$ cat src/pwr_cal_pkg.sv
package pwr_cal_pkg;
    localparam int unsigned clk_hz = 20_000_000;
    localparam int unsigned coef_w = 24;
    // maximum delays and the calibration rate, in their own units
    localparam int unsigned sby_from_slp_ms = 20;
    localparam int unsigned slp_from_sby_ms = 20;
    localparam int unsigned fast_exit_us = 85;
    localparam int unsigned rst_sby_ms = 28;
    localparam int unsigned rst_act_us = 6;
    localparam int unsigned slp_act_us = 3;
    localparam int unsigned sby_act_us = 3;
    localparam int unsigned por_ms = 10;
    localparam int unsigned hwrst_ms = 10;
    localparam int unsigned self_cal_ms = 200;
    localparam int unsigned sys_cal_ms = 100;
    localparam int unsigned cal_rate_sps = 50;
    // longest times round down
    localparam int unsigned sby_from_slp_cyc = sby_from_slp_ms * (clk_hz / 1000);
    localparam int unsigned slp_from_sby_cyc = slp_from_sby_ms * (clk_hz / 1000);
    localparam int unsigned fast_exit_cyc = fast_exit_us * (clk_hz / 1_000_000);
    localparam int unsigned rst_sby_cyc = rst_sby_ms * (clk_hz / 1000);
    localparam int unsigned rst_act_cyc = rst_act_us * (clk_hz / 1_000_000);
    localparam int unsigned slp_act_cyc = slp_act_us * (clk_hz / 1_000_000);
    localparam int unsigned sby_act_cyc = sby_act_us * (clk_hz / 1_000_000);
    localparam int unsigned por_cyc = por_ms * (clk_hz / 1000);
    localparam int unsigned hwrst_cyc = hwrst_ms * (clk_hz / 1000);
    localparam int unsigned self_cal_cyc = self_cal_ms * (clk_hz / 1000);
    localparam int unsigned sys_cal_cyc = sys_cal_ms * (clk_hz / 1000);
    localparam int unsigned cal_phase_cyc = clk_hz / cal_rate_sps;
    // settle times the sequencer really takes, well inside the limits above
    localparam int unsigned por_settle_cyc = 2000;
    localparam int unsigned hwrst_settle_cyc = 2000;
    // field encodings
    localparam logic [1:0] pd_sleep = 2'h1;
    localparam logic [1:0] pd_standby = 2'h2;
    localparam logic [1:0] pd_reset = 2'h3;
    localparam logic [1:0] mode_power = 2'h1;
    localparam logic [1:0] mode_cal = 2'h2;
    localparam logic [1:0] mode_convert = 2'h3;
    localparam logic [1:0] seq_mode1 = 2'h0;
    localparam logic [1:0] cal_self = 2'h0;
    localparam logic [1:0] cal_sys_off = 2'h1;
    localparam logic [1:0] cal_sys_gain = 2'h2;
    localparam logic [1:0] stat_active = 2'h0;
    localparam logic [1:0] stat_sleep = 2'h1;
    localparam logic [1:0] stat_standby = 2'h2;
    localparam logic [1:0] stat_reset = 2'h3;
    localparam logic [23:0] offset_rst = 24'h000000;
    localparam logic [23:0] gain_rst = 24'h800000;
    localparam logic [2:0] chan_rst = 3'h0;
    localparam int unsigned cnt_w = 23;

    typedef struct packed {
        logic [coef_w-1:0] self_offset_coefficient;
        logic [coef_w-1:0] self_gain_coefficient;
        logic [coef_w-1:0] system_offset_coefficient;
        logic [coef_w-1:0] system_gain_coefficient;
    } coef_s;

    typedef struct packed {
        logic self_offset_bypass;
        logic self_gain_bypass;
        logic system_offset_bypass;
        logic system_gain_bypass;
    } bypass_s;

    typedef enum logic [6:0] {
        st_off = 7'h01,
        st_standby = 7'h02,
        st_sleep = 7'h04,
        st_active = 7'h08,
        st_cal = 7'h10,
        st_reset = 7'h20,
        st_wake = 7'h40
    } pstate_e;
endpackage

$ cat src/pwr_cal_ctrl.sv
module pwr_cal_ctrl (
    input wire logic clk,
    input wire logic rst,
    input wire logic clk_en,
    input wire logic hardware_reset_pin_n,
    input wire logic cmd_valid,
    input wire logic [1:0] cmd_mode,
    input wire logic ctrl_wr,
    input wire logic [1:0] power_down_select,
    input wire logic [1:0] calibration_select,
    input wire logic [1:0] sequencer_mode,
    input wire logic [2:0] input_channel_select,
    input wire logic coef_wr,
    input wire pwr_cal_pkg::coef_s coef_wdata,
    input wire logic [pwr_cal_pkg::coef_w-1:0] cal_result,
    input wire logic coefficient_readback_select,
    input wire pwr_cal_pkg::bypass_s bypass_in,
    input wire logic [1:0] pin_enable,
    input wire logic [1:0] pin_dir_out,
    input wire logic [1:0] pin_output_value,
    input wire logic [1:0] pin_in,
    output pwr_cal_pkg::coef_s coef_rdata,
    output pwr_cal_pkg::coef_s coef_applied,
    output pwr_cal_pkg::bypass_s bypass_q,
    output logic [1:0] power_state_status,
    output logic reset_in_progress_flag,
    output logic regs_default,
    output logic cal_short_inputs,
    output logic cal_ref_inputs,
    output logic [2:0] cal_channel,
    output logic [1:0] pin_out,
    output logic [1:0] pin_oe,
    output logic [1:0] pin_value_q
);
    localparam int cw = pwr_cal_pkg::cnt_w;

    pwr_cal_pkg::pstate_e state_q, state_d;
    logic [cw-1:0] cnt_q, cnt_d;
    logic [1:0] target_q, target_d;
    logic [1:0] cal_kind_q;
    logic cal_phase_q;
    logic [1:0] hw_sync_q, pin_s1_q, pin_s2_q;
    pwr_cal_pkg::coef_s host_q, int_q;

    // reset pin passes two flops; first stage read only by second
    wire hw_rst_n = hw_sync_q[1];
    wire cnt_done = (cnt_q == '0);
    wire power_cmd = cmd_valid && (cmd_mode == pwr_cal_pkg::mode_power);
    wire conv_cmd = cmd_valid && (cmd_mode == pwr_cal_pkg::mode_convert);
    wire cal_ok = (sequencer_mode == pwr_cal_pkg::seq_mode1);
    wire cal_cmd = cmd_valid && (cmd_mode == pwr_cal_pkg::mode_cal) && cal_ok;
    wire is_sleep_cmd = power_cmd && (power_down_select == pwr_cal_pkg::pd_sleep);
    wire is_sby_cmd = power_cmd && (power_down_select == pwr_cal_pkg::pd_standby);
    wire is_rst_cmd = power_cmd && (power_down_select == pwr_cal_pkg::pd_reset);
    wire busy = (state_q == pwr_cal_pkg::st_active) || (state_q == pwr_cal_pkg::st_cal);
    wire conv_start = conv_cmd && ((state_q == pwr_cal_pkg::st_standby) || (state_q == pwr_cal_pkg::st_sleep));
    wire [cw-1:0] self_cal_len = cw'(pwr_cal_pkg::self_cal_cyc);
    wire [cw-1:0] sys_cal_len = cw'(pwr_cal_pkg::sys_cal_cyc);

    always_comb begin
        state_d = state_q;
        target_d = target_q;
        cnt_d = cnt_done ? cnt_q : cnt_q - cw'(1);
        unique case (state_q)
            pwr_cal_pkg::st_off: begin
                if (cnt_done) begin
                    state_d = pwr_cal_pkg::st_standby;
                end
            end
            pwr_cal_pkg::st_standby: begin
                if (is_sleep_cmd) begin
                    state_d = pwr_cal_pkg::st_wake;
                    target_d = pwr_cal_pkg::stat_sleep;
                    cnt_d = cw'(pwr_cal_pkg::slp_from_sby_cyc);
                end else if (is_rst_cmd) begin
                    state_d = pwr_cal_pkg::st_reset;
                    cnt_d = cw'(pwr_cal_pkg::rst_sby_cyc);
                end else if (conv_cmd) begin
                    state_d = pwr_cal_pkg::st_active;
                end else if (cal_cmd) begin
                    state_d = pwr_cal_pkg::st_cal;
                    cnt_d = (calibration_select == pwr_cal_pkg::cal_self) ? self_cal_len : sys_cal_len;
                end
            end
            pwr_cal_pkg::st_sleep: begin
                // reset command ignored while sleeping
                if (is_sby_cmd) begin
                    state_d = pwr_cal_pkg::st_wake;
                    target_d = pwr_cal_pkg::stat_standby;
                    cnt_d = cw'(pwr_cal_pkg::sby_from_slp_cyc);
                end else if (conv_cmd) begin
                    state_d = pwr_cal_pkg::st_active;
                end
            end
            pwr_cal_pkg::st_active, pwr_cal_pkg::st_cal: begin
                if (is_rst_cmd) begin
                    state_d = pwr_cal_pkg::st_reset;
                    cnt_d = cw'(pwr_cal_pkg::rst_act_cyc);
                end else if (is_sleep_cmd) begin
                    // fast path: one short step from active
                    state_d = pwr_cal_pkg::st_wake;
                    target_d = pwr_cal_pkg::stat_sleep;
                    cnt_d = cw'(pwr_cal_pkg::slp_act_cyc);
                end else if (is_sby_cmd) begin
                    state_d = pwr_cal_pkg::st_wake;
                    target_d = pwr_cal_pkg::stat_standby;
                    cnt_d = cw'(pwr_cal_pkg::sby_act_cyc);
                end else if (ctrl_wr && state_q == pwr_cal_pkg::st_active) begin
                    state_d = pwr_cal_pkg::st_standby;
                end else if (state_q == pwr_cal_pkg::st_cal && cnt_done) begin
                    state_d = pwr_cal_pkg::st_standby;
                end
            end
            pwr_cal_pkg::st_reset, pwr_cal_pkg::st_wake: begin
                if (cnt_done) begin
                    state_d = (state_q == pwr_cal_pkg::st_reset || target_q == pwr_cal_pkg::stat_standby)
                        ? pwr_cal_pkg::st_standby : pwr_cal_pkg::st_sleep;
                end
            end
        endcase
        if (!hw_rst_n) begin
            state_d = pwr_cal_pkg::st_reset;
            cnt_d = cw'(pwr_cal_pkg::hwrst_settle_cyc);
        end
    end

    // status moves only once the state has settled
    wire [1:0] status_d =
        (state_d == pwr_cal_pkg::st_standby) ? pwr_cal_pkg::stat_standby :
        (state_d == pwr_cal_pkg::st_sleep) ? pwr_cal_pkg::stat_sleep :
        (state_d == pwr_cal_pkg::st_active || state_d == pwr_cal_pkg::st_cal) ? pwr_cal_pkg::stat_active :
        (state_d == pwr_cal_pkg::st_reset || state_d == pwr_cal_pkg::st_off) ? pwr_cal_pkg::stat_reset :
        power_state_status;
    wire do_defaults = (state_q == pwr_cal_pkg::st_reset);
    wire [cw-1:0] cal_half = (cal_kind_q == pwr_cal_pkg::cal_self) ? (self_cal_len >> 1) : '0;
    wire cal_end_phase = (state_q == pwr_cal_pkg::st_cal) && (cnt_q == cal_half) && !cnt_done;

    always_ff @(posedge clk or posedge rst) begin
        if (rst) begin
            state_q <= pwr_cal_pkg::st_off;
            cnt_q <= cw'(pwr_cal_pkg::por_settle_cyc);
            target_q <= pwr_cal_pkg::stat_standby;
            hw_sync_q <= 2'h3;
            power_state_status <= pwr_cal_pkg::stat_reset;
            reset_in_progress_flag <= 1'h1;
            regs_default <= 1'h1;
        end else if (clk_en) begin
            hw_sync_q <= {hw_sync_q[0], hardware_reset_pin_n};
            state_q <= state_d;
            cnt_q <= cnt_d;
            target_q <= target_d;
            power_state_status <= status_d;
            reset_in_progress_flag <= (state_d == pwr_cal_pkg::st_reset) || (state_d == pwr_cal_pkg::st_off);
            regs_default <= do_defaults;
        end
    end

    always_ff @(posedge clk or posedge rst) begin
        if (rst) begin
            host_q <= {pwr_cal_pkg::offset_rst, pwr_cal_pkg::gain_rst, pwr_cal_pkg::offset_rst, pwr_cal_pkg::gain_rst};
            int_q <= {pwr_cal_pkg::offset_rst, pwr_cal_pkg::gain_rst, pwr_cal_pkg::offset_rst, pwr_cal_pkg::gain_rst};
            cal_kind_q <= pwr_cal_pkg::cal_self;
            cal_phase_q <= 1'h0;
            cal_channel <= pwr_cal_pkg::chan_rst;
        end else if (clk_en) begin
            if (do_defaults) begin
                host_q <= {pwr_cal_pkg::offset_rst, pwr_cal_pkg::gain_rst, pwr_cal_pkg::offset_rst, pwr_cal_pkg::gain_rst};
                int_q <= {pwr_cal_pkg::offset_rst, pwr_cal_pkg::gain_rst, pwr_cal_pkg::offset_rst, pwr_cal_pkg::gain_rst};
            end else if (coef_wr) begin
                host_q <= coef_wdata;
            end else if (conv_start) begin
                int_q <= host_q;
            end else if (cal_end_phase) begin
                // calibration leaves the host copy alone
                if (cal_kind_q == pwr_cal_pkg::cal_self && !cal_phase_q)
                    int_q.self_offset_coefficient <= cal_result;
                else if (cal_kind_q == pwr_cal_pkg::cal_self)
                    int_q.self_gain_coefficient <= cal_result;
                else if (cal_kind_q == pwr_cal_pkg::cal_sys_off)
                    int_q.system_offset_coefficient <= cal_result;
                else
                    int_q.system_gain_coefficient <= cal_result;
            end
            if (cal_cmd && state_q == pwr_cal_pkg::st_standby) begin
                cal_kind_q <= calibration_select;
                cal_phase_q <= 1'h0;
                cal_channel <= input_channel_select;
            end else if (cal_end_phase) begin
                cal_phase_q <= 1'h1;
            end
        end
    end

    wire in_self = (state_q == pwr_cal_pkg::st_cal) && (cal_kind_q == pwr_cal_pkg::cal_self);
    pwr_cal_pkg::coef_s bypassed;
    assign bypassed.self_offset_coefficient = bypass_in.self_offset_bypass ? pwr_cal_pkg::offset_rst
        : int_q.self_offset_coefficient;
    assign bypassed.self_gain_coefficient = bypass_in.self_gain_bypass ? pwr_cal_pkg::gain_rst
        : int_q.self_gain_coefficient;
    assign bypassed.system_offset_coefficient = bypass_in.system_offset_bypass ? pwr_cal_pkg::offset_rst
        : int_q.system_offset_coefficient;
    assign bypassed.system_gain_coefficient = bypass_in.system_gain_bypass ? pwr_cal_pkg::gain_rst
        : int_q.system_gain_coefficient;

    always_ff @(posedge clk or posedge rst) begin
        if (rst) begin
            coef_rdata <= '0;
            coef_applied <= '0;
            bypass_q <= '0;
            cal_short_inputs <= 1'h0;
            cal_ref_inputs <= 1'h0;
        end else if (clk_en) begin
            coef_rdata <= coefficient_readback_select ? int_q : host_q;
            coef_applied <= bypassed;
            bypass_q <= bypass_in;
            cal_short_inputs <= in_self && !cal_phase_q;
            cal_ref_inputs <= in_self && cal_phase_q;
        end
    end

    // pins: input by default, output only when enabled and set as output
    for (genvar i = 0; i < 2; i++) begin : g_pin
        always_ff @(posedge clk or posedge rst) begin
            if (rst) begin
                pin_oe[i] <= 1'h0;
                pin_out[i] <= 1'h0;
                pin_s1_q[i] <= 1'h0;
                pin_s2_q[i] <= 1'h0;
                pin_value_q[i] <= 1'h0;
            end else if (clk_en) begin
                pin_oe[i] <= pin_enable[i] && pin_dir_out[i] && !do_defaults;
                pin_out[i] <= pin_output_value[i];
                pin_s1_q[i] <= pin_in[i];
                pin_s2_q[i] <= pin_s1_q[i];
                pin_value_q[i] <= pin_enable[i] ? pin_s2_q[i] : 1'h0;
            end
        end
    end

    property p_reset_flag;
        @(posedge clk) disable iff (rst)
        reset_in_progress_flag |-> power_state_status == pwr_cal_pkg::stat_reset;
    endproperty
    a_reset_flag: assert property (p_reset_flag) else $error("flag without reset status");

    property p_abort;
        @(posedge clk) disable iff (rst)
        (clk_en && hw_rst_n && state_q == pwr_cal_pkg::st_active && ctrl_wr && !power_cmd)
        |=> state_q == pwr_cal_pkg::st_standby;
    endproperty
    a_abort: assert property (p_abort) else $error("control write did not abort");

    property p_rst_act;
        @(posedge clk) disable iff (rst)
        (clk_en && hw_rst_n && busy && is_rst_cmd)
        |=> state_q == pwr_cal_pkg::st_reset && cnt_q == cw'(pwr_cal_pkg::rst_act_cyc);
    endproperty
    a_rst_act: assert property (p_rst_act) else $error("reset from active wrong");

    property p_sleep_ign;
        @(posedge clk) disable iff (rst)
        (clk_en && hw_rst_n && state_q == pwr_cal_pkg::st_sleep && is_rst_cmd) |=> state_q == pwr_cal_pkg::st_sleep;
    endproperty
    a_sleep_ign: assert property (p_sleep_ign) else $error("reset in sleep not ignored");

    property p_cal_gate;
        @(posedge clk) disable iff (rst)
        (clk_en && hw_rst_n && state_q == pwr_cal_pkg::st_standby && cmd_valid && cmd_mode == pwr_cal_pkg::mode_cal
            && !cal_ok) |=> state_q == pwr_cal_pkg::st_standby;
    endproperty
    a_cal_gate: assert property (p_cal_gate) else $error("calibration outside mode 00");

    property p_copy;
        @(posedge clk) disable iff (rst)
        (clk_en && conv_start && !do_defaults && !coef_wr) |=> int_q == $past(host_q);
    endproperty
    a_copy: assert property (p_copy) else $error("coefficients not copied");

    property p_pin_in;
        @(posedge clk) disable iff (rst)
        (clk_en && !pin_dir_out[0]) |=> !pin_oe[0];
    endproperty
    a_pin_in: assert property (p_pin_in) else $error("input pin driven");

    property p_sby_wake;
        @(posedge clk) disable iff (rst)
        (clk_en && hw_rst_n && state_q == pwr_cal_pkg::st_sleep && is_sby_cmd)
        |=> state_q == pwr_cal_pkg::st_wake && cnt_q == cw'(pwr_cal_pkg::sby_from_slp_cyc);
    endproperty
    a_sby_wake: assert property (p_sby_wake) else $error("standby wake count wrong");

    property p_conv_start;
        @(posedge clk) disable iff (rst)
        (clk_en && hw_rst_n && conv_start) |=> power_state_status == pwr_cal_pkg::stat_active;
    endproperty
    a_conv_start: assert property (p_conv_start) else $error("convert did not go active");

    property p_wake_hold;
        @(posedge clk) disable iff (rst)
        (clk_en && hw_rst_n && state_q == pwr_cal_pkg::st_wake && !cnt_done) |=> $stable(power_state_status);
    endproperty
    a_wake_hold: assert property (p_wake_hold) else $error("status moved before transition ended");

    property p_reset_done;
        @(posedge clk) disable iff (rst)
        (clk_en && hw_rst_n && state_q == pwr_cal_pkg::st_reset && cnt_done)
        |=> power_state_status == pwr_cal_pkg::stat_standby && !reset_in_progress_flag;
    endproperty
    a_reset_done: assert property (p_reset_done) else $error("reset end not reported");

    property p_defaults;
        @(posedge clk) disable iff (rst)
        (clk_en && do_defaults) |=> host_q.self_gain_coefficient == pwr_cal_pkg::gain_rst
            && int_q.system_offset_coefficient == pwr_cal_pkg::offset_rst;
    endproperty
    a_defaults: assert property (p_defaults) else $error("defaults not restored");

    property p_cal_host;
        @(posedge clk) disable iff (rst)
        (clk_en && cal_end_phase && !coef_wr) |=> host_q == $past(host_q);
    endproperty
    a_cal_host: assert property (p_cal_host) else $error("calibration touched host copy");

    property p_cal_offset;
        @(posedge clk) disable iff (rst)
        (clk_en && cal_end_phase && !cal_phase_q && cal_kind_q == pwr_cal_pkg::cal_self && !coef_wr)
        |=> int_q.self_offset_coefficient == $past(cal_result);
    endproperty
    a_cal_offset: assert property (p_cal_offset) else $error("offset phase result not stored");

    c_conv: cover property (@(posedge clk) disable iff (rst) state_q == pwr_cal_pkg::st_active);
    c_cal: cover property (@(posedge clk) disable iff (rst) cal_end_phase);
    c_sleep: cover property (@(posedge clk) disable iff (rst) state_q == pwr_cal_pkg::st_sleep);
    c_reset: cover property (@(posedge clk) disable iff (rst) state_q == pwr_cal_pkg::st_reset);
endmodule

$ cat config.mk
export PLATFORM = sky130hd
export DESIGN_NAME = pwr_cal_ctrl
export DESIGN_NICKNAME = d
export VERILOG_FILES = /design/src/pwr_cal_pkg.sv /design/src/pwr_cal_ctrl.sv
export SDC_FILE = /design/constraint.sdc
export NUM_CORES = 1
export LEC_CHECK = 0
export BUFFER_PORTS_ARGS = -buffer_cell sky130_fd_sc_hd__buf_2
export CORE_UTILIZATION = 57
export DETAILED_ROUTE_END_ITERATION = 16
export GPL_ROUTABILITY_DRIVEN = 1
export GPL_TIMING_DRIVEN = 0
export PLACE_DENSITY = 0.92
export SYNTH_ARGS = -nofsm -noshare
export SYNTH_HDL_FRONTEND = slang
export SYNTH_SLANG_ARGS = --single-unit
export TNS_END_PERCENT = 50
$ cat constraint.sdc
create_clock -name clk -period 39.8 [get_ports clk]
set_input_delay 11.94 -clock clk [delete_from_list [all_inputs] [get_ports clk]]
set_output_delay 11.94 -clock clk [all_outputs]
set_load 0.05 [all_outputs]
==> results by stage <==
Timing:
- Static timing analysis puts the maximum clock frequency at 67.91 MHz.
- Setup repair after global routing left no endpoint under its margin.
- The number of setup violations in the final report is 0.
- The smallest clock period supported by the final layout is computed as approximately 15 ns.
- The total negative slack is 0 ns.
- After layout, the worst setup slack is ~25 ns.
- Across all hold checks on the routed design, the worst slack comes to 0.4614 ns.
- Headroom to the max-slew limit came out at between 10% and 20%.
- The number of hold violations in the final report was 0.
- The worst path uses roughly 37% of the clock period.
- Across the routed clock network, the largest skew measured is a little over 0.02 ns.
- The number of pins with negative max-slew slack in the final report was 0.
- For the pin with the worst max-slew slack, the measured transition is 1.229 ns.

Power:
- VDD sags by at most ~0.033 mV.
- The reported leakage power is roughly 0.011 µW.
- The power per unit of standard cell area is between 40 and 50 nW/µm².
- The completed layout was analyzed and its total power is between 1000 and 1500 µW.

Global route:
- The via count of the first global-routing pass is approximately 17,000.
- The first global-routing pass estimated approximately 97,000 µm of wire.
- The global-route usage over all layers is between 30% and 40%.
- After global routing the overflow that remains totals 0.
- Entering global routing, the biggest net connects about 120 pins.
- The number of antenna violations at the first check in global routing came to 13.

Floorplanning:
- The initial cell density of the core is around three fifths.
- The count of standard-cell rows is 66.
- The chip width is 185.5 µm.
- The height of the die is around 190 µm.
- For this design the top-level I/O count stands at 362.
- The die covers roughly 34,000 µm².
- The area of the core is around 33,000 µm².

Clock tree:
- The H-tree was split into 2 levels.
- Post-CTS timing repair inserted 0 buffers for setup.
- The post-cts resize count is 0.
- In this run the deepest clock path goes through 3 buffers.
- TritonCTS built the clock tree.
- The number of buffers created by CTS is 45.
- Clock-pin slew was measured on the worst setup and hold paths at approximately 0.060 ns.
- The number of clock sinks is around 440.
- The cell at the root of the clock tree is sky130_fd_sc_hd__clkbuf_16.
- Hold repair after CTS inserted 0 buffers.
- The clock reaches the later pin of the worst-skew pair after approximately 0.55 ns.

Drt:
- In the routed layout, each cell is associated on average with a via count of approximately 6.5.
- After detailed routing, the average wire length per cell comes to 24.57 µm.
- The total wire length after detailed routing is about 64,000 µm.
- The first TritonRoute pass finished after 8 iterations.
- The DRC violations left is 0.
- The count of nets left with antenna violations after detail routing is 0.
- Detailed routing inserted a total of around 17,000 vias.
- The detailed router's first-iteration violation count is between 1,500 and 2,000.

Placement:
- The HPWL reported at the end of detailed placement is 45,210 µm.
- The last weighted congestion value of the routability-driven placer is around 0.95.
- The quantity of I/O buffers inserted on ports is roughly 350.
- Counting tap cells, the placed design contains a total of 2,517 instances.
- At the placement stage, the worst setup path has a slack of between 20 and 25 ns.

Yosys:
- For this run, the leading register cell type out of synthesis is sky130_fd_sc_hd__dfrtp_1.
- After synthesis, flip-flops and latches occupy slightly below 60% of the total area.
- In the synthesized netlist the async set-or-reset flop fraction comes to between 90% and 100%.
- When the netlist entered floorplanning its net count stood at around 1,900.
- After synthesis, the mean cell area works out to 11.19 µm².
- In this run, distinct cell masters in the synthesized netlist total 68.
- The total standard cell area after synthesis is 19,200 µm².
- The synthesized design contains 0 enable-type register cells.
- The count of mapped cells out of synthesis is 1,716.
- In this run, synthesis produced a sequential element count of approximately 440.
- The Yosys step of the flow raised 0 warnings.

Worst setup path:
- The critical path's most frequent cell is sky130_fd_sc_hd__clkbuf_1.
- For this run, the slowest stage of the critical path takes between 0.9 and 1 ns.
- By startpoint and endpoint, the worst setup path is classified as in -> reg.
- Together, buffers and inverters on the worst path number 3.
- Traced cell by cell, the critical path runs through buf_2 -> nand4b_1 -> nand2_1 -> a211o_1 -> nor4_1 -> clkbuf_1 -> clkbuf_1 -> a22o_1.
- The worst setup path is launched from an input pin.
- Among cell families on the critical path, the largest total delay comes from simple AND/OR/NAND/NOR gates.
- Of all nets on the critical path, the largest fanout is 10.
- The largest individual stage delay along the critical path comes from the cell sky130_fd_sc_hd__nor4_1.
- The arrival time of data at the critical path endpoint is 15.20 ns.
- The required arrival time at the worst endpoint is 40.27 ns.
- In this run the register-to-register setup slack is around 36 ns.
- STA classifies the critical path endpoint as a flop.

Final layout:
- For this run, the post-layout net count is roughly 2,300.
- For this run, the number of standard cells in the final layout without fillers is about 2,600.
- The fill cell total of the finished layout is approximately 2,300.
- The growth of design area from synthesis to finish is 20.36%.
- The post-route netlist has 22.53% of its cells at a drive strength greater than 1.

Hold path:
- The worst hold path belongs to the class reg -> reg.

Outcome:
- The run finished with clean final reports.

Flow run:
- The tool flagged a number of max-cap violations equal to 0.
## registers in the layout (all words and copies together) (netlist names), 2 cells and up
name and flops:
cal_channel 3, cnt_q 23, coef_rdata 96, cal_kind_q 2
hw_sync_q 2, pin_s1_q 2, pin_s2_q 2, int_q 96
pin_value_q 2, state_q 7, bypass_q 4, pin_oe 2
host_q 96, power_state_status 2, pin_out 2, coef_applied 96
target_q 2
## cells in the mapped netlist, types with 7 or more instances
library cell | number | area share [%]
sky130_fd_sc_hd__dfrtp_1 | 426 | 56
sky130_fd_sc_hd__nand2_1 | 182 | 3.6
sky130_fd_sc_hd__a22o_1 | 148 | 6.8
sky130_fd_sc_hd__mux2i_1 | 143 | 7.5
sky130_fd_sc_hd__nor2_1 | 138 | 2.7
sky130_fd_sc_hd__a21oi_1 | 121 | 3.2
sky130_fd_sc_hd__clkbuf_1 | 107 | 2.1
sky130_fd_sc_hd__o2bb2ai_1 | 101 | 4.6
sky130_fd_sc_hd__o31ai_1 | 55 | 2.2
sky130_fd_sc_hd__o21ai_0 | 33 | 0.86
sky130_fd_sc_hd__inv_1 | 23 | 0.45
sky130_fd_sc_hd__nor3_1 | 19 | 0.50
sky130_fd_sc_hd__dfstp_2 | 18 | 2.5
sky130_fd_sc_hd__buf_1 | 17 | 0.33
sky130_fd_sc_hd__mux2_2 | 17 | 1.0
sky130_fd_sc_hd__nand3_1 | 15 | 0.39
sky130_fd_sc_hd__buf_2 | 10 | 0.26
sky130_fd_sc_hd__nor4_1 | 9 | 0.29
sky130_fd_sc_hd__nand4_1 | 8 | 0.26
sky130_fd_sc_hd__a31oi_1 | 7 | 0.23
sky130_fd_sc_hd__nand2b_1 | 7 | 0.23
sky130_fd_sc_hd__o211ai_1 | 7 | 0.27
sky130_fd_sc_hd__o21ai_1 | 7 | 0.18
## metal layers
metal  routed length (µm)  vias up  share of wire, %  global-route usage, %
met1                23550     8393                37                  48.46
li1                     -     7094                 -                      -
met4                 3486       12               5.5                  18.64
met5                   83        -              0.13                      0
met2                29750     1179                47                  58.62
met3                 7079      275                11                  9.157
## worst min-delay path, delay by kind of cell (launching register included)
family          cells  cell delay, ns
flops               1            0.36
compound gates      1            0.05
buf+inv             1            0.04
## worst paths after layout
path,cells after the start,endpoint,startpoint
max in group asynchronous,4,host_q[40],rst
min reg2reg,2,power_state_status[1],power_state_status[1]
max reg2reg,7,int_q[0],state_q[2]
min,2,power_state_status[1],power_state_status[1]
max,8,int_q[0],power_down_select[0]
min in group asynchronous,2,coef_applied[64],rst
## power by group
part           leakage (µW)  internal (µW)  switching, µW
clock network      0.000688            242            176
registers           0.00595            463           8.43
logic               0.00433           26.8           84.2
total                0.0110            732            269
## kinds of logic (layout without fill, tap and decap cells)
family                     count (synthesis)  after routing  synth area share (%)
DFF                                      444            444                 58.00
xor gates and xnor gates                   6              6                0.2738
adders and majority gates                  1              1               0.06517
other                                      0              8                     0
and+or+nand+nor                          423            423                 9.712
muxes                                    160            160                 8.454
AOI/OAI and AO/OA                        524            524                 20.34
buffers and inverters                    158            595                 3.155
## final cells by class
class,count,area (µm²),area share [%]
Clock buffer,68,1284,5.556
Sequential cell,444,11130,48.19
Timing Repair Buffer,359,1893,8.194
Inverter,24,97.59,0.4224
Buffer,134,515.5,2.231
Tap cell,442,553.0,2.394
Antenna cell,8,20.02,0.08665
Multi-Input combinational cell,1114,7462,32.30
Clock inverter,10,145.1,0.6282
## stage by stage
step                      area (µm²)  utilization (%)
after floorplan                19200                -
after global placement         21520            65.48
after detailed placement       21650            65.89
after CTS                      23080            70.23
after global routing           23100            70.28
final                          23100            70.29
## placed cells by master (no fill, tap or decap), types with 7 or more instances in the layout
cell type	n
sky130_fd_sc_hd__nand2_1	182
sky130_fd_sc_hd__dfrtp_1	426
sky130_fd_sc_hd__clkbuf_16	46
sky130_fd_sc_hd__o2bb2ai_1	101
sky130_fd_sc_hd__nand4_1	8
sky130_fd_sc_hd__mux2i_1	143
sky130_fd_sc_hd__o211ai_1	7
sky130_fd_sc_hd__dfstp_2	18
sky130_fd_sc_hd__buf_1	17
sky130_fd_sc_hd__nor2_1	138
sky130_fd_sc_hd__nand2b_1	7
sky130_fd_sc_hd__o21ai_1	7
sky130_fd_sc_hd__clkbuf_1	124
sky130_fd_sc_hd__buf_2	364
sky130_fd_sc_hd__o21ai_0	33
sky130_fd_sc_hd__a31oi_1	7
sky130_fd_sc_hd__a22o_1	148
sky130_fd_sc_hd__nor4_1	9
sky130_fd_sc_hd__nor3_1	19
sky130_fd_sc_hd__diode_2	8
sky130_fd_sc_hd__a21oi_1	121
sky130_fd_sc_hd__nand3_1	15
sky130_fd_sc_hd__mux2_2	17
sky130_fd_sc_hd__o31ai_1	55
sky130_fd_sc_hd__inv_1	22
(Power assumes the default switching activity.)
